<file path="config.mk">
export PLATFORM = sky130hd
export DESIGN_NAME = qsm_pin_mux
export DESIGN_NICKNAME = d
export VERILOG_FILES = /design/src/qsm_pkg.sv /design/src/qsm_sync.sv /design/src/qsm_pad_cell.sv /design/src/qsm_pin_mux.sv
export SDC_FILE = /design/constraint.sdc
export NUM_CORES = 1
export LEC_CHECK = 0
export BUFFER_PORTS_ARGS = -buffer_cell sky130_fd_sc_hd__buf_2
export CAP_MARGIN = 20
export CORE_MARGIN = 2
export CORE_UTILIZATION = 30
export DETAILED_ROUTE_END_ITERATION = 6
export HOLD_SLACK_MARGIN = 0.12
export SLEW_MARGIN = 20
export SYNTH_ARGS = -nofsm -noshare
export SYNTH_HDL_FRONTEND = slang
export SYNTH_HIERARCHICAL = 1
export SYNTH_SLANG_ARGS = --single-unit
</file>
<file path="constraint.sdc">
create_clock -name ref_clk -period 1.75 [get_ports ref_clk]
set_input_delay 0.4375 -clock ref_clk [delete_from_list [all_inputs] [get_ports ref_clk]]
set_output_delay 0.4375 -clock ref_clk [all_outputs]
set_load 0.02 [all_outputs]
</file>
<file path="src/qsm_pkg.sv">
package qsm_pkg;

   // ==========================================================
   // Function selection codes
   typedef enum logic [1:0] {
      QSM_FN_PRIMARY,
      QSM_FN_TIMER,
      QSM_FN_GPIO
   } qsm_func_t;

   // ==========================================================
   // Bit positions in the pull-up enable registers
   localparam int QSM_PC_INDEX_BIT = 6;
   localparam int QSM_PC_HOME_BIT  = 7;
   localparam int QSM_PE_CLK_BIT   = 4;
   localparam int QSM_PE_MO_BIT    = 5;
   localparam int QSM_PE_MI_BIT    = 6;
   localparam int QSM_PE_SEL_BIT   = 7;

   // ==========================================================
   // Values after reset
   localparam logic [7:0] QSM_PULLUP_RST = 8'hFF;
   localparam logic [1:0] QSM_SYNC_RST   = 2'h3;
   localparam logic       QSM_PIN_RST    = 1'h1;

endpackage : qsm_pkg

</file>
<file path="src/qsm_sync.sv">
module qsm_sync
   import qsm_pkg::*;
#(
   parameter int WIDTH = 1
) (
   input  wire logic             ref_clk,
   input  wire logic             rst_n,
   input  wire logic [WIDTH-1:0] async_in,
   output logic      [WIDTH-1:0] sync_out
);

   // ==========================================================
   // Two-stage synchroniser; first stage read only by the second
   typedef struct packed {
      logic [WIDTH-1:0] meta;
      logic [WIDTH-1:0] sync;
   } qsm_sync_t;

   qsm_sync_t st_r;
   qsm_sync_t st_nxt;

   always_comb begin
      st_nxt      = st_r;
      st_nxt.meta = async_in;
      st_nxt.sync = st_r.meta;
   end

   // Pins idle high under their pull-ups, so reset to one
   always_ff @(posedge ref_clk or negedge rst_n) begin
      if (!rst_n) begin
         st_r <= {(2 * WIDTH){QSM_PIN_RST}};
      end else begin
         st_r <= st_nxt;
      end
   end

   assign sync_out = st_r.sync;

endmodule : qsm_sync

</file>
<file path="src/qsm_pad_cell.sv">
module qsm_pad_cell (
   input  wire logic pullup_en,
   input  wire logic drive_en,
   input  wire logic drive_val,
   output logic      pad_out,
   output logic      pad_oe,
   output logic      pad_pu
);

   // ==========================================================
   // Pad control; the pull-up follows its register bit alone, so a
   // driven pin keeps it until software clears the bit
   always_comb begin
      pad_out = drive_val;
      pad_oe  = drive_en;
      pad_pu  = pullup_en;
   end

endmodule : qsm_pad_cell

</file>
<file path="src/qsm_pin_mux.sv">
// Behaviour
// - Index pin: index, timer ch2, port C6
// - Home pin: home, timer ch3, port C7
// - Index pull-up on at reset, off clearing C6
// - Home pull-up on at reset, off clearing C7
// - SPI pull-ups off clearing port E 4..7
// - SPI pins share port E, SPI default
// - SPI clock output as master, input slave
// - Master drives out-line half cycle early
// - Unselected slave releases master-in line
// - Slave drives in-line half cycle early
// - Select input marks slave transfer active
// - GPIO pins individually input or output
module qsm_pin_mux
   import qsm_pkg::*;
(
   input  wire logic      ref_clk,
   input  wire logic      rst_n,
   // Function selects from software
   input  qsm_func_t      index_func_sel,
   input  qsm_func_t      home_func_sel,
   input  wire logic      spi_clk_gpio_sel,
   input  wire logic      spi_mo_gpio_sel,
   input  wire logic      spi_mi_gpio_sel,
   input  wire logic      spi_sel_gpio_sel,
   // Pull-up enable registers (software written)
   input  wire logic [7:0] port_c_pullup_enable,
   input  wire logic [7:0] port_e_pullup_enable,
   // GPIO direction and output data
   input  wire logic [7:6] port_c_dir,
   input  wire logic [7:6] port_c_dout,
   input  wire logic [7:4] port_e_dir,
   input  wire logic [7:4] port_e_dout,
   output logic      [7:6] port_c_din,
   output logic      [7:4] port_e_din,
   // Timer channels 2 and 3
   input  wire logic      timer_a_ch2_oe,
   input  wire logic      timer_a_ch2_out,
   input  wire logic      timer_a_ch3_oe,
   input  wire logic      timer_a_ch3_out,
   output logic           timer_a_ch2_in,
   output logic           timer_a_ch3_in,
   // Quadrature decoder inputs
   output logic           quad0_index_in,
   output logic           quad0_home_in,
   // SPI core side
   input  wire logic      spi_master_mode,
   input  wire logic      spi_clk_out,
   input  wire logic      spi_mo_out,
   input  wire logic      spi_mi_out,
   output logic           spi_clk_in,
   output logic           spi_mo_in,
   output logic           spi_mi_in,
   output logic           spi_selected,
   // Pad: index and home
   input  wire logic      index_pad_i,
   output logic           index_pad_o,
   output logic           index_pad_oe,
   output logic           index_pad_pu,
   input  wire logic      home_pad_i,
   output logic           home_pad_o,
   output logic           home_pad_oe,
   output logic           home_pad_pu,
   // Pad: SPI pins
   input  wire logic      spi_unit0_clock_pin_i,
   output logic           spi_unit0_clock_pin_o,
   output logic           spi_unit0_clock_pin_oe,
   output logic           spi_unit0_clock_pin_pu,
   input  wire logic      spi_unit0_master_out_pin_i,
   output logic           spi_unit0_master_out_pin_o,
   output logic           spi_unit0_master_out_pin_oe,
   output logic           spi_unit0_master_out_pin_pu,
   input  wire logic      spi_unit0_master_in_pin_i,
   output logic           spi_unit0_master_in_pin_o,
   output logic           spi_unit0_master_in_pin_oe,
   output logic           spi_unit0_master_in_pin_pu,
   input  wire logic      spi_unit0_select_pin_i,
   output logic           spi_unit0_select_pin_o,
   output logic           spi_unit0_select_pin_oe,
   output logic           spi_unit0_select_pin_pu
);

   // ==========================================================
   // Registered state: selects, drive values, enables
   typedef struct packed {
      qsm_func_t  index_fn;
      qsm_func_t  home_fn;
      logic [3:0] spi_gpio;
      logic [5:0] oe;
      logic [5:0] dv;
      logic [5:0] pu;
   } qsm_state_t;

   qsm_state_t st_r;
   qsm_state_t st_nxt;
   logic [5:0] pin_sync;

   // Pin order in vectors: 0 index, 1 home, 2 clk, 3 mo, 4 mi, 5 sel
   // ==========================================================
   // Synchronise all pad inputs before use
   qsm_sync #(
      .WIDTH (6)
   ) u_qsm_sync (
      .ref_clk  (ref_clk),
      .rst_n    (rst_n),
      .async_in ({spi_unit0_select_pin_i, spi_unit0_master_in_pin_i,
                  spi_unit0_master_out_pin_i, spi_unit0_clock_pin_i,
                  home_pad_i, index_pad_i}),
      .sync_out (pin_sync)
   );

   function automatic logic slave_sel_active(input logic master, input logic gpio,
                                             input logic sel_pin);
      // Select pin is active low; a GPIO-owned select never selects
      slave_sel_active = ~master & ~gpio & ~sel_pin;
   endfunction : slave_sel_active

   // ==========================================================
   // Next-state logic
   always_comb begin
      logic selected;
      selected            = 1'b0;
      st_nxt              = st_r;
      st_nxt.index_fn     = index_func_sel;
      st_nxt.home_fn      = home_func_sel;
      st_nxt.spi_gpio     = {spi_sel_gpio_sel, spi_mi_gpio_sel,
                             spi_mo_gpio_sel, spi_clk_gpio_sel};
      selected            = slave_sel_active(spi_master_mode, st_r.spi_gpio[3], pin_sync[5]);

      // Index pin
      case (st_r.index_fn)
         QSM_FN_PRIMARY: begin
            st_nxt.oe[0] = 1'b0;
            st_nxt.dv[0] = 1'b0;
         end
         QSM_FN_TIMER: begin
            st_nxt.oe[0] = timer_a_ch2_oe;
            st_nxt.dv[0] = timer_a_ch2_out;
         end
         QSM_FN_GPIO: begin
            st_nxt.oe[0] = port_c_dir[6];
            st_nxt.dv[0] = port_c_dout[6];
         end
         default: begin
            st_nxt.oe[0] = 1'b0;
            st_nxt.dv[0] = 1'b0;
         end
      endcase

      // Home pin
      case (st_r.home_fn)
         QSM_FN_PRIMARY: begin
            st_nxt.oe[1] = 1'b0;
            st_nxt.dv[1] = 1'b0;
         end
         QSM_FN_TIMER: begin
            st_nxt.oe[1] = timer_a_ch3_oe;
            st_nxt.dv[1] = timer_a_ch3_out;
         end
         QSM_FN_GPIO: begin
            st_nxt.oe[1] = port_c_dir[7];
            st_nxt.dv[1] = port_c_dout[7];
         end
         default: begin
            st_nxt.oe[1] = 1'b0;
            st_nxt.dv[1] = 1'b0;
         end
      endcase

      // SPI clock: out as master, in as slave
      if (st_r.spi_gpio[0]) begin
         st_nxt.oe[2] = port_e_dir[4];
         st_nxt.dv[2] = port_e_dout[4];
      end else begin
         st_nxt.oe[2] = spi_master_mode;
         st_nxt.dv[2] = spi_clk_out;
      end

      // Master-out: the SPI core sets data half a clock early
      if (st_r.spi_gpio[1]) begin
         st_nxt.oe[3] = port_e_dir[5];
         st_nxt.dv[3] = port_e_dout[5];
      end else begin
         st_nxt.oe[3] = spi_master_mode;
         st_nxt.dv[3] = spi_mo_out;
      end

      // Master-in: driven only by a selected slave, else released
      if (st_r.spi_gpio[2]) begin
         st_nxt.oe[4] = port_e_dir[6];
         st_nxt.dv[4] = port_e_dout[6];
      end else begin
         st_nxt.oe[4] = selected;
         st_nxt.dv[4] = spi_mi_out;
      end

      // Select pin is input-only in SPI mode
      if (st_r.spi_gpio[3]) begin
         st_nxt.oe[5] = port_e_dir[7];
         st_nxt.dv[5] = port_e_dout[7];
      end else begin
         st_nxt.oe[5] = 1'b0;
         st_nxt.dv[5] = 1'b0;
      end

      // Pull-ups follow register bits directly
      st_nxt.pu[0] = port_c_pullup_enable[QSM_PC_INDEX_BIT];
      st_nxt.pu[1] = port_c_pullup_enable[QSM_PC_HOME_BIT];
      st_nxt.pu[2] = port_e_pullup_enable[QSM_PE_CLK_BIT];
      st_nxt.pu[3] = port_e_pullup_enable[QSM_PE_MO_BIT];
      st_nxt.pu[4] = port_e_pullup_enable[QSM_PE_MI_BIT];
      st_nxt.pu[5] = port_e_pullup_enable[QSM_PE_SEL_BIT];
   end

   // ==========================================================
   // Reset: primary functions, nothing driven, pull-ups on
   always_ff @(posedge ref_clk or negedge rst_n) begin
      if (!rst_n) begin
         st_r.index_fn <= QSM_FN_PRIMARY;
         st_r.home_fn  <= QSM_FN_PRIMARY;
         st_r.spi_gpio <= 4'h0;
         st_r.oe       <= 6'h00;
         st_r.dv       <= 6'h00;
         st_r.pu       <= QSM_PULLUP_RST[5:0];
      end else begin
         st_r <= st_nxt;
      end
   end

   // ==========================================================
   // Pad cells, one per shared pin, fed straight from registers
   // Registered drive keeps glitches from the core off the pins
   qsm_pad_cell u_qsm_pad_cell_index (
      .pullup_en (st_r.pu[0]),
      .drive_en  (st_r.oe[0]),
      .drive_val (st_r.dv[0]),
      .pad_out   (index_pad_o),
      .pad_oe    (index_pad_oe),
      .pad_pu    (index_pad_pu)
   );

   qsm_pad_cell u_qsm_pad_cell_home (
      .pullup_en (st_r.pu[1]),
      .drive_en  (st_r.oe[1]),
      .drive_val (st_r.dv[1]),
      .pad_out   (home_pad_o),
      .pad_oe    (home_pad_oe),
      .pad_pu    (home_pad_pu)
   );

   qsm_pad_cell u_qsm_pad_cell_clock (
      .pullup_en (st_r.pu[2]),
      .drive_en  (st_r.oe[2]),
      .drive_val (st_r.dv[2]),
      .pad_out   (spi_unit0_clock_pin_o),
      .pad_oe    (spi_unit0_clock_pin_oe),
      .pad_pu    (spi_unit0_clock_pin_pu)
   );

   qsm_pad_cell u_qsm_pad_cell_mo (
      .pullup_en (st_r.pu[3]),
      .drive_en  (st_r.oe[3]),
      .drive_val (st_r.dv[3]),
      .pad_out   (spi_unit0_master_out_pin_o),
      .pad_oe    (spi_unit0_master_out_pin_oe),
      .pad_pu    (spi_unit0_master_out_pin_pu)
   );

   qsm_pad_cell u_qsm_pad_cell_mi (
      .pullup_en (st_r.pu[4]),
      .drive_en  (st_r.oe[4]),
      .drive_val (st_r.dv[4]),
      .pad_out   (spi_unit0_master_in_pin_o),
      .pad_oe    (spi_unit0_master_in_pin_oe),
      .pad_pu    (spi_unit0_master_in_pin_pu)
   );

   qsm_pad_cell u_qsm_pad_cell_select (
      .pullup_en (st_r.pu[5]),
      .drive_en  (st_r.oe[5]),
      .drive_val (st_r.dv[5]),
      .pad_out   (spi_unit0_select_pin_o),
      .pad_oe    (spi_unit0_select_pin_oe),
      .pad_pu    (spi_unit0_select_pin_pu)
   );

   // ==========================================================
   // Inputs to cores; unselected quadrature inputs read high, all other unselected inputs read zero
   always_comb begin
      quad0_index_in = (st_r.index_fn == QSM_FN_PRIMARY) ? pin_sync[0] : QSM_PIN_RST;
      quad0_home_in  = (st_r.home_fn == QSM_FN_PRIMARY) ? pin_sync[1] : QSM_PIN_RST;
      timer_a_ch2_in = (st_r.index_fn == QSM_FN_TIMER) ? pin_sync[0] : 1'b0;
      timer_a_ch3_in = (st_r.home_fn == QSM_FN_TIMER) ? pin_sync[1] : 1'b0;
      port_c_din     = pin_sync[1:0] & {st_r.home_fn == QSM_FN_GPIO,
                                        st_r.index_fn == QSM_FN_GPIO};
      port_e_din     = pin_sync[5:2] & st_r.spi_gpio;
      spi_clk_in     = st_r.spi_gpio[0] ? 1'b0 : pin_sync[2];
      spi_mo_in      = st_r.spi_gpio[1] ? 1'b0 : pin_sync[3];
      spi_mi_in      = st_r.spi_gpio[2] ? 1'b0 : pin_sync[4];
      spi_selected   = slave_sel_active(spi_master_mode, st_r.spi_gpio[3], pin_sync[5]);
   end

endmodule : qsm_pin_mux

</file>
# Yosys cells after proc, flatten, opt, wreduce, memory -nomap -nowiden
# Cells that the tools add are included.
[totals] ff_bits=38 in_bits=52 output_inout_bits=32
[op_classes] n_eq_ne=4 muxes=19 bitwise_logic=7 reduce_logical=2
[ops] op="two-way mux 1 bit" n=15
[ops] op="one-hot mux 1 bit (2 select lines)" n=4
[ops] op="bitwise AND 4 bit" n=1
[ops] op="== test 2 x 1 -> 1 bit, second input constant" n=2
[ops] op="== test 2 bit, second input constant" n=2
[ops] op="zero test 2 bit" n=2
[ops] op="inverter 1 bit" n=3
[ops] op="bitwise AND 1 bit" n=2
[ops] op="bitwise AND 2 bit" n=1

# Depth between registers and ports, before layout
# Gate-level depths: netlist of the first run.
[logic_depth] depth_word=4 ltp_mapped=4

# Cells and area by module
# Netlist of the first run, hierarchy kept.
[modules_own_cells] module="qsm_pin_mux" instances=1 cells_each=66 area_each_um2=978.4 seq_area_each_um2=658.1
[modules_own_cells] module="qsm_sync" instances=1 cells_each=12 area_each_um2=315.3 seq_area_each_um2=315.3
[modules_own_cells] module="qsm_pad_cell" instances=6 cells_each=3 area_each_um2=22.5 seq_area_each_um2=0.0

# Worst setup path before layout of the first run
# Ideal clock, no wire load.
[synth_path] kind="register -> output" from="reg u_qsm_sync.st_r, in the netlist u_qsm_sync/sync_out[2]" to="out spi_clk_in" t_arrival_ps=831 required_ps=1312 slack_ps=482 stages_incl_launch_ff=2 n_path_buf=0 cell_sequence="dfstp_2 -> nor2b_1"
[synth_via] elab_chain_len=1
[synth_lines] element="start, declared" line_no="qsm_sync.sv:19" rtl="qsm_sync_t st_r;"
[synth_lines] element="start signal, assigned" line_no="qsm_sync.sv:31" rtl="st_r <= {(2 * WIDTH){QSM_PIN_RST}};"
[synth_lines] element="start signal, assigned" line_no="qsm_sync.sv:33" rtl="st_r <= st_nxt;"
[synth_lines] element="two-way mux 1 bit" line_no="qsm_pin_mux.sv:297" rtl="spi_clk_in = st_r.spi_gpio[0] ? 1'b0 : pin_sync[2];"
[synth_lines] element="end, declared" line_no="qsm_pin_mux.sv:51" rtl="output logic spi_clk_in,"
# Every way passes these cells.

# Worst setup path after layout of the first run
[layout_path] from="reg st_r[22] (netlist name)" to="out port_c_din[7] (netlist name)"
[layout_via] elab_chain_len=2
[layout_lines] element="start, declared" line_no="qsm_pin_mux.sv:94" rtl="qsm_state_t st_r;"
[layout_lines] element="start signal, assigned" line_no="qsm_pin_mux.sv:226" rtl="st_r <= st_nxt;"
[layout_lines] element="== test 2 bit" line_no="qsm_pin_mux.sv:294" rtl="port_c_din = pin_sync[1:0] & {st_r.home_fn == QSM_FN_GPIO,"
[layout_lines] element="bitwise AND 2 bit" line_no="qsm_pin_mux.sv:294"
[layout_lines] element="end, declared" line_no="qsm_pin_mux.sv:34" rtl="output logic [7:6] port_c_din,"
# Every way passes these cells.

==> out/metrics.yaml, run 1 <==
status: "completed"
endpoint_kind_of_the_worst_setup_timing_path: "output port"
final.min_clock_period_ns: 1.66
ff2ff_setup_slack_ns: 0.74
worstReg2RegStart: "st_r[25]"
worst-slew-pin-transition_ns: 0.404
grt_overflow: 0
cp_top_family: "flip-flops"
crit_required_ns: 1.31
crit_buf_inv: 2
achievable-frequency_mhz: 602
synth_warn: 6
fp.dieArea_mm2: 0.00533
first_global_vias: 879
detailedRoute.firstPassIterationCount: 3
timing.reg2reg.worst_path_depth: 4
synth.avg_cell_area_um2: 14.9
synth_largest_type_area_fraction: 0.350
flow.area_growth_from_synthesis_pct: 32.6
hold_slack_ns: 0.241
die_x_um: 73.0
grt_pass1_wl_um: 3830
worst_ep_arrival_time_ns: 1.22
timing.clock.skew_ns: 0.00410
clockRootBuffer: "sky130_fd_sc_hd__clkbuf_8"
post_cts_repair_timing_setup_buffer_count: 0
synthesis.area_mm2: 0.00143
max-slew-margin-rel: 0.731
endpoint_of_the_most_critical_setup_path: "port_c_din[7]"
synth.top_cells.by_area: "sky130_fd_sc_hd__dfrtp_1, sky130_fd_sc_hd__dfstp_2, sky130_fd_sc_hd__buf_4"
cts_num_sinks: 38
dpl_worst_slack_ns: 0.374
detail_route.wirelength_um: 2690
ir_worst_vdd_mv: 0.589
worst_r2r_endpoint: "st_r[12]"
cap_viol_max_count: 0
drt-vias-per-instance: 4.14
timing.critical_path.slowest_cell_delay_ns: 0.35
syn-instance-count: 96
final_min_period_over_clock_period: 0.950
critPathMaxFanout: 3
syn-num-nets: 154
worstSetupStartpointType: "flip-flop"
ys_seq_area_frac: 0.681
ant_nets: 0
place_hpwl_um: 2080
finalMaxSlewViolations: 0
cp_max_delay_cell: "sky130_fd_sc_hd__dfrtp_1"
timing_hold_violations_final: 0
placement.cell_area_mm2: 0.00175
min-delay-path-class: "input pin to flip-flop"
core_mm2: 0.00466
post_route_cells_drive_above_1_share: 0.696
power.leakage_nw: 0.960
final.setup.tns_ns: 0
total_power_draw_mw: 1.94
antenna_cells_inserted: 0
design_area_mm2: 0.00189
crit_start: "st_r[22]"
finalSetupViolations: 0
sequence_of_cells_on_the_critical_path: "inv_1 > ha_1 > and2_1 > buf_2"
cts_made_buffers: 5
hold_path_depth: 1
tritoncts: "yes"
clock_path_buffers: 2
num_io_pins: 84
grt_max_degree: 23
critical_path_depth: 4
io_buffers: 73
synth.largest_area_cell: "sky130_fd_sc_hd__dfrtp_1"
critPathKind: "flip-flop to output port"
layout_setup_ws_ns: 0.0876
p_per_area_mw_per_mm2: 1030
yosys.cell_types.count: 12
via_count: 890
detail_route.wl_per_cell_um: 12.5
cts.htree.levels: 2
cts.clk_slew.worst_paths_ns: 0.08
drt_iter0_drc: 17
ys_ff_latch: 38
clk_latency_ns: 0.29
fp-row-count: 25
remaining_drc_errors: 0
worst_hold_startpoint: "port_c_pullup_enable[6]"
finish.net_count: 218
die_height_um: 73.0
antenna_found_initial: 0
gp_congestion: 0.644
grt_util_all_layers: 0.0977
start_util: 0.307
==> worst min-delay path by stage <==
stage,end,slack (ns)
CTS,st_r[0],0.23
global route,st_r[0],0.22
floorplan,st_r[10],0.14
finish,st_r[0],0.24
global placement,u_qsm_sync/sync_out[4],0.35
detailed placement,u_qsm_sync/sync_out[4],0.35
==> metal layers <==
| layer | part of all wire | vias up | routed length, µm | GRT usage |
|---|---|---|---|---|
| li1 | - | 411 | - | - |
| met1 | 0.34 | 435 | 918 | 0.0946 |
| met2 | 0.57 | 38 | 1540 | 0.176 |
| met3 | 0.063 | 6 | 168 | 0.0387 |
| met4 | 0.020 | 0 | 55 | 0.0514 |
| met5 | 0 | - | 0 | 0 |
==> report_power, final <==
part           internal, mW  total (mW)  leakage (nW)  switching (mW)
Combinational        0.0965       0.213         0.462           0.116
Clock                 0.456       0.769        0.0647           0.313
Sequential            0.942       0.961         0.433          0.0188
==> cells by family (layout without fill, tap and decap cells) <==
group / count (synthesis) / after routing / share of synthesized area
DFF: 38 / 38 / 0.681
buffers and inverters: 22 / 87 / 0.105
and+or+nand+nor: 20 / 20 / 0.0928
adders and majority gates: 6 / 6 / 0.0525
muxes: 6 / 6 / 0.0473
AOI/OAI and AO/OA: 4 / 4 / 0.0210
==> Yosys cell counts, drive strengths merged <==
| master | n |
|---|---|
| nor3 | 1 |
| a22oi | 4 |
| and2 | 10 |
| ha | 6 |
| mux2 | 6 |
| buf | 18 |
| inv | 4 |
| nor2b | 7 |
| nand2b | 2 |
| dfrtp | 20 |
| dfstp | 18 |
==> per-stage QoR <==
step | instances | utilization
2_1_floorplan | 96 | -
3_3_place_gp | 206 | 0.375
3_5_place_dp | 206 | 0.375
4_1_cts | 215 | 0.404
5_1_grt | 215 | 0.406
6_report | 215 | 0.406
==> cell type report <==
cell class	instances	area, µm²
Clock inverter	1	8.76
Timing Repair Buffer	75	400
Sequential cell	38	973
Inverter	4	15.0
Clock buffer	7	119
Tap cell	54	67.6
Fill cell	458	2770
Multi-Input combinational cell	36	310
==> sequential cells by signal (all words and copies together) (netlist names) <==
signal               flops
u_qsm_sync/st_nxt        6
u_qsm_sync/sync_out      6
st_r                    26
==> cell usage in the layout, fill, tap and decap left out <==
cell,netlist,routed
sky130_fd_sc_hd__nor3_2,1,1
sky130_fd_sc_hd__dfrtp_1,20,20
sky130_fd_sc_hd__clkbuf_8,0,5
sky130_fd_sc_hd__nand2b_1,2,2
sky130_fd_sc_hd__buf_12,0,1
sky130_fd_sc_hd__and2_2,3,3
sky130_fd_sc_hd__ha_1,6,4
sky130_fd_sc_hd__mux2_2,6,6
sky130_fd_sc_hd__dlygate4sd3_1,0,1
sky130_fd_sc_hd__ha_2,0,2
sky130_fd_sc_hd__clkinv_4,0,1
sky130_fd_sc_hd__inv_1,4,4
sky130_fd_sc_hd__dfstp_2,18,18
sky130_fd_sc_hd__buf_2,0,71
sky130_fd_sc_hd__clkbuf_16,0,2
sky130_fd_sc_hd__and2_1,7,7
sky130_fd_sc_hd__buf_4,18,2
sky130_fd_sc_hd__nor2b_1,7,7
sky130_fd_sc_hd__a22oi_1,4,4
==> timing repair <==
action	in CTS	in global routing
endpoints found under the hold margin	12	0
gates resized for setup	0	4
hold buffers	1	0
endpoints found under the setup margin	0	3
(Power assumes the default switching activity.)
==> run 2: changes to the inputs <==
BUFFER_PORTS_ARGS = -buffer_cell sky130_fd_sc_hd__buf_4   (was -buffer_cell sky130_fd_sc_hd__buf_2)
==> out/metrics.yaml, run 2 (synthesis results as in run 1) <==
status: "completed"
mostFrequentLayoutCells: "sky130_fd_sc_hd__buf_4, sky130_fd_sc_hd__dfrtp_1, sky130_fd_sc_hd__dfstp_2, sky130_fd_sc_hd__nor2b_1, sky130_fd_sc_hd__and2_1"
remaining_drc_errors: 0
worstReg2RegStart: "st_r[24]"
clk_latency_ns: 0.29
core_mm2: 0.00466
antenna_found_initial: 0
ff2ff_setup_slack_ns: 0.75
dpl_worst_slack_ns: 0.384
pwr-share-seq: 0.489
gp_congestion: 0.666
die_x_um: 73.0
number_of_flip_flops_under_the_largest_register_name: 26
endpoint_kind_of_the_worst_setup_timing_path: "output port"
layout.cells.non_filler: 214
grt_pass1_wl_um: 4110
most_common_cell_after_layout_fill_and_taps_aside: "sky130_fd_sc_hd__buf_4"
timing.clock.skew_ns: 0.0117
p_per_area_mw_per_mm2: 968
worst_hold_startpoint: "spi_clk_gpio_sel"
post_route_cells_drive_above_1_share: 0.675
layout_setup_ws_ns: 0.0797
via_count: 904
min-delay-path-class: "input pin to flip-flop"
critPathMaxFanout: 3
cts_made_buffers: 5
flow.area_growth_from_synthesis_pct: 42.5
grt_overflow: 0
antenna_cells_inserted: 0
timing_hold_violations_final: 0
fp-row-count: 25
fp.dieArea_mm2: 0.00533
dpl.cell_count: 205
critPathKind: "flip-flop to output port"
crit_required_ns: 1.31
clock_path_buffers: 2
finalMaxSlewViolations: 0
drt-vias-per-instance: 4.22
finalSetupViolations: 0
place_hpwl_um: 2090
internal_power_mw: 1.55
detail_route.wl_per_cell_um: 12.7
worst_ep_arrival_time_ns: 1.23
ant_nets: 0
num_io_pins: 84
achievable-frequency_mhz: 599
die_height_um: 73.0
rsz_0062_raised_after_global_routing: "false"
total_power_draw_mw: 1.97
finish.net_count: 217
clockRootBuffer: "sky130_fd_sc_hd__clkbuf_8"
cts.clk_slew.worst_paths_ns: 0.08
timing.reg2reg.worst_path_depth: 4
drt_iter0_drc: 21
cts_num_sinks: 38
hold_path_depth: 1
first_global_vias: 941
final.min_clock_period_ns: 1.67
io_buffers: 73
post_cts_repair_timing_setup_buffer_count: 0
swShare: 0.215
tritoncts: "yes"
final_core_utilization: 0.437
grt_util_all_layers: 0.105
cts.htree.levels: 2
worst-slew-pin-transition_ns: 0.463
grt_max_degree: 39
detailedRoute.firstPassIterationCount: 4
cap_viol_max_count: 0
power.leakage_nw: 1.00
max-slew-margin-rel: 0.691
worstSetupStartpointType: "flip-flop"
max_flop_register: "st_r"
worst_r2r_endpoint: "st_r[6]"
start_util: 0.307
final_min_period_over_clock_period: 0.954
clock_power_share: 0.383
detail_route.wirelength_um: 2710
reported_net_switching_power_uw: 424
ir_worst_vdd_mv: 0.474
final.setup.tns_ns: 0
combPwrFrac: 0.128
timing.hold.worst_endpoint: "st_r[18]"
## run 2: cell types whose count changed in the layout (fill, tap and decap cells not counted), moves of 2 or more
cell,change
sky130_fd_sc_hd__buf_2,-71
sky130_fd_sc_hd__buf_4,+71
sky130_fd_sc_hd__clkbuf_16,-2
sky130_fd_sc_hd__ha_1,+2
sky130_fd_sc_hd__ha_2,-2
## run 2: how the worst max path moves through the flow
stage	end	depth (start not counted)	slack [ns]	start
after floorplan	spi_clk_in	1	0.48	u_qsm_sync/sync_out[2]
after global placement	port_c_din[7]	4	0.41	st_r[22]
after detailed placement	port_c_din[7]	4	0.38	st_r[22]
final	port_c_din[7]	4	0.08	st_r[22]
after global routing	port_c_din[7]	4	0.002	st_r[22]
after CTS	port_c_din[7]	4	0.06	st_r[22]
## run 2: what timing repair did
action | 4_1_cts | 5_1_grt
hold buffers | 1 | 0
endpoints found under the hold margin | 18 | 0
resized for setup | 0 | 0
## run 2: power by group through the flow
stage	combinational (mW)	clock, mW	sequential [mW]
finish	0.253	0.753	0.964
detailed placement	0.256	0	0.980
global route	0.274	0.817	0.969
floorplan	0.134	0	0.973
CTS	0.258	0.787	0.965
global placement	0.248	0	0.977
## run 2: cell type report
type | count | area, µm²
clock buffers | 7 | 86.3
clock inverters | 1 | 30.0
fillers | 449 | 2630
inverters | 4 | 15.0
multi-input cells | 36 | 305
flip-flops and latches | 38 | 973
well taps | 54 | 67.6
repair buffers | 74 | 558
## run 2: per-layer routing
layer  share of wire  global-route usage  vias to the layer above
li1                -                   -                      409
met1            0.32               0.104                      449
met2            0.58               0.180                       42
met3           0.073              0.0497                        4
met4           0.021              0.0556                        0
met5               0                   0                        -
## run 2: per-stage QoR
step | cell area (µm²) | hold WS [ns]
2_1_floorplan | 1430 | 0.142
3_3_place_gp | 1910 | 0.346
3_5_place_dp | 1910 | 0.347
4_1_cts | 2040 | 0.236
5_1_grt | 2040 | 0.232
6_report | 2040 | 0.249
## run 2: worst max-delay path, cell delays in order (launching register included)
cell and delay, ns:
sky130_fd_sc_hd__dfrtp_1 0.36, sky130_fd_sc_hd__inv_1 0.07, sky130_fd_sc_hd__ha_1 0.22, sky130_fd_sc_hd__and2_1 0.16
sky130_fd_sc_hd__buf_4 0.15
==> run 3: changes to the inputs <==
REMOVE_ABC_BUFFERS = 1   (was default)
==> out/metrics.yaml, run 3 (synthesis results as in run 1) <==
status: "completed"
timing.clock.skew_ns: 0.00190
ant_nets: 0
achievable-frequency_mhz: 603
reported_net_switching_power_uw: 409
finalSetupViolations: 0
cts.htree.levels: 2
clock_power_share: 0.314
start_util: 0.307
final.min_clock_period_ns: 1.66
resized_gates_after_cts: 0
grt_max_degree: 39
nFillCells: 454
post_cts_repair_timing_setup_buffer_count: 0
grt_pass1_wl_um: 4000
antenna_cells_inserted: 0
crit_required_ns: 1.31
clockRootBuffer: "sky130_fd_sc_hd__clkbuf_8"
final_min_period_over_clock_period: 0.948
place_hpwl_um: 2080
detail_route.wirelength_um: 2660
ir_worst_vdd_mv: 0.498
core_mm2: 0.00466
cts_num_sinks: 38
critPathKind: "flip-flop to output port"
die_x_um: 73.0
detailedRoute.firstPassIterationCount: 4
fp.dieArea_mm2: 0.00533
p_per_area_mw_per_mm2: 890
clock_path_buffers: 2
post_cts_hold_buffer_count: 0
most_common_cell_after_layout_fill_and_taps_aside: "sky130_fd_sc_hd__buf_4"
worst-slew-pin-transition_ns: 0.469
gp_congestion: 0.701
tritoncts: "yes"
mostFrequentLayoutCells: "sky130_fd_sc_hd__buf_4, sky130_fd_sc_hd__dfrtp_1, sky130_fd_sc_hd__dfstp_2, sky130_fd_sc_hd__nor2b_1, sky130_fd_sc_hd__and2_1"
final.setup.tns_ns: 0
swShare: 0.231
worst_ep_arrival_time_ns: 1.22
layout_setup_ws_ns: 0.0910
antenna_found_initial: 0
finish.net_count: 216
number_of_flip_flops_under_the_largest_register_name: 26
ff2ff_setup_slack_ns: 0.75
num_io_pins: 84
detail_route.wl_per_cell_um: 12.5
internal_power_mw: 1.36
drt_iter0_drc: 9
cts_made_buffers: 5
cap_viol_max_count: 0
dpl_worst_slack_ns: 0.391
min-delay-path-class: "input pin to async pin"
endpoint_kind_of_the_worst_setup_timing_path: "output port"
finalMaxSlewViolations: 0
power.leakage_nw: 0.977
cts.clk_slew.worst_paths_ns: 0.07
combPwrFrac: 0.142
max_flop_register: "st_r"
critPathMaxFanout: 3
grt_util_all_layers: 0.102
grt_overflow: 0
die_height_um: 73.0
worstSetupStartpointType: "flip-flop"
io_buffers: 73
fp-row-count: 25
via_count: 870
first_global_vias: 956
remaining_drc_errors: 0
drt-vias-per-instance: 4.08
timing_hold_violations_final: 0
pwr-share-seq: 0.544
clk_latency_ns: 0.28
rsz_0062_raised_after_global_routing: "false"
flow.area_growth_from_synthesis_pct: 39.2
post_route_cells_drive_above_1_share: 0.667
max-slew-margin-rel: 0.687
==> run 3: cell types whose count changed in the layout (fill, tap and decap cells not counted) <==
cell	change
sky130_fd_sc_hd__clkbuf_1	+2
sky130_fd_sc_hd__bufinv_16	-1
sky130_fd_sc_hd__dlygate4sd3_1	-1
sky130_fd_sc_hd__clkbuf_8	-1
==> run 3: layout make-up <==
cell class / count / area, µm² / share of cell area
inverter: 4 / 15.0 / 0.00755
clock buffer: 8 / 80.1 / 0.0403
multi-input combinational: 36 / 305 / 0.153
timing repair buffer: 73 / 548 / 0.275
tap: 54 / 67.6 / 0.0340
sequential: 38 / 973 / 0.489
==> run 3: worst paths after layout <==
kind	startpoint	to	cells past startpoint
min in group ref_clk	spi_unit0_select_pin_i	u_qsm_sync/st_nxt[5]	1
min reg2reg	u_qsm_sync/st_nxt[3]	u_qsm_sync/sync_out[3]	0
max in group asynchronous	rst_n	u_qsm_sync/st_nxt[2]	1
min	rst_n	st_r[13]	1
max	st_r[22]	port_c_din[7]	4
max reg2reg	st_r[23]	st_r[13]	4
==> run 3: power groups by stage <==
stage | sequential, mW | combinational (mW) | clock (mW)
after floorplan | 1.01 | 0.0631 | 0
after global placement | 0.977 | 0.249 | 0
after detailed placement | 0.980 | 0.256 | 0
after CTS | 0.965 | 0.257 | 0.583
after global routing | 0.970 | 0.272 | 0.610
final | 0.964 | 0.251 | 0.556
==> run 3: worst max-delay path: stages (launching register included) <==
cell and delay (ns):
sky130_fd_sc_hd__dfrtp_1 0.35, sky130_fd_sc_hd__inv_1 0.06, sky130_fd_sc_hd__ha_1 0.22, sky130_fd_sc_hd__and2_1 0.16, sky130_fd_sc_hd__buf_4 0.15
==> run 3: per-stage QoR <==
| step | instance area, µm² | instances | hold WS [ns] | power, mW | util |
|---|---|---|---|---|---|
| CTS | 1990 | 213 | 0.125 | 1.80 | 0.427 |
| detailed placement | 1910 | 205 | 0.347 | 1.24 | 0.410 |
| finish | 1990 | 213 | 0.113 | 1.77 | 0.427 |
| global route | 1990 | 213 | 0.144 | 1.85 | 0.427 |
| global placement | 1910 | 205 | 0.346 | 1.23 | 0.410 |
| floorplan | 1290 | 78 | 0.142 | 1.07 | - |
==> run 3: layer usage <==
layer | track usage | wire, µm
met1 | 0.106 | 1000
met3 | 0.0414 | 237
met4 | 0.0494 | 32
met5 | 0 | 0
met2 | 0.176 | 1390
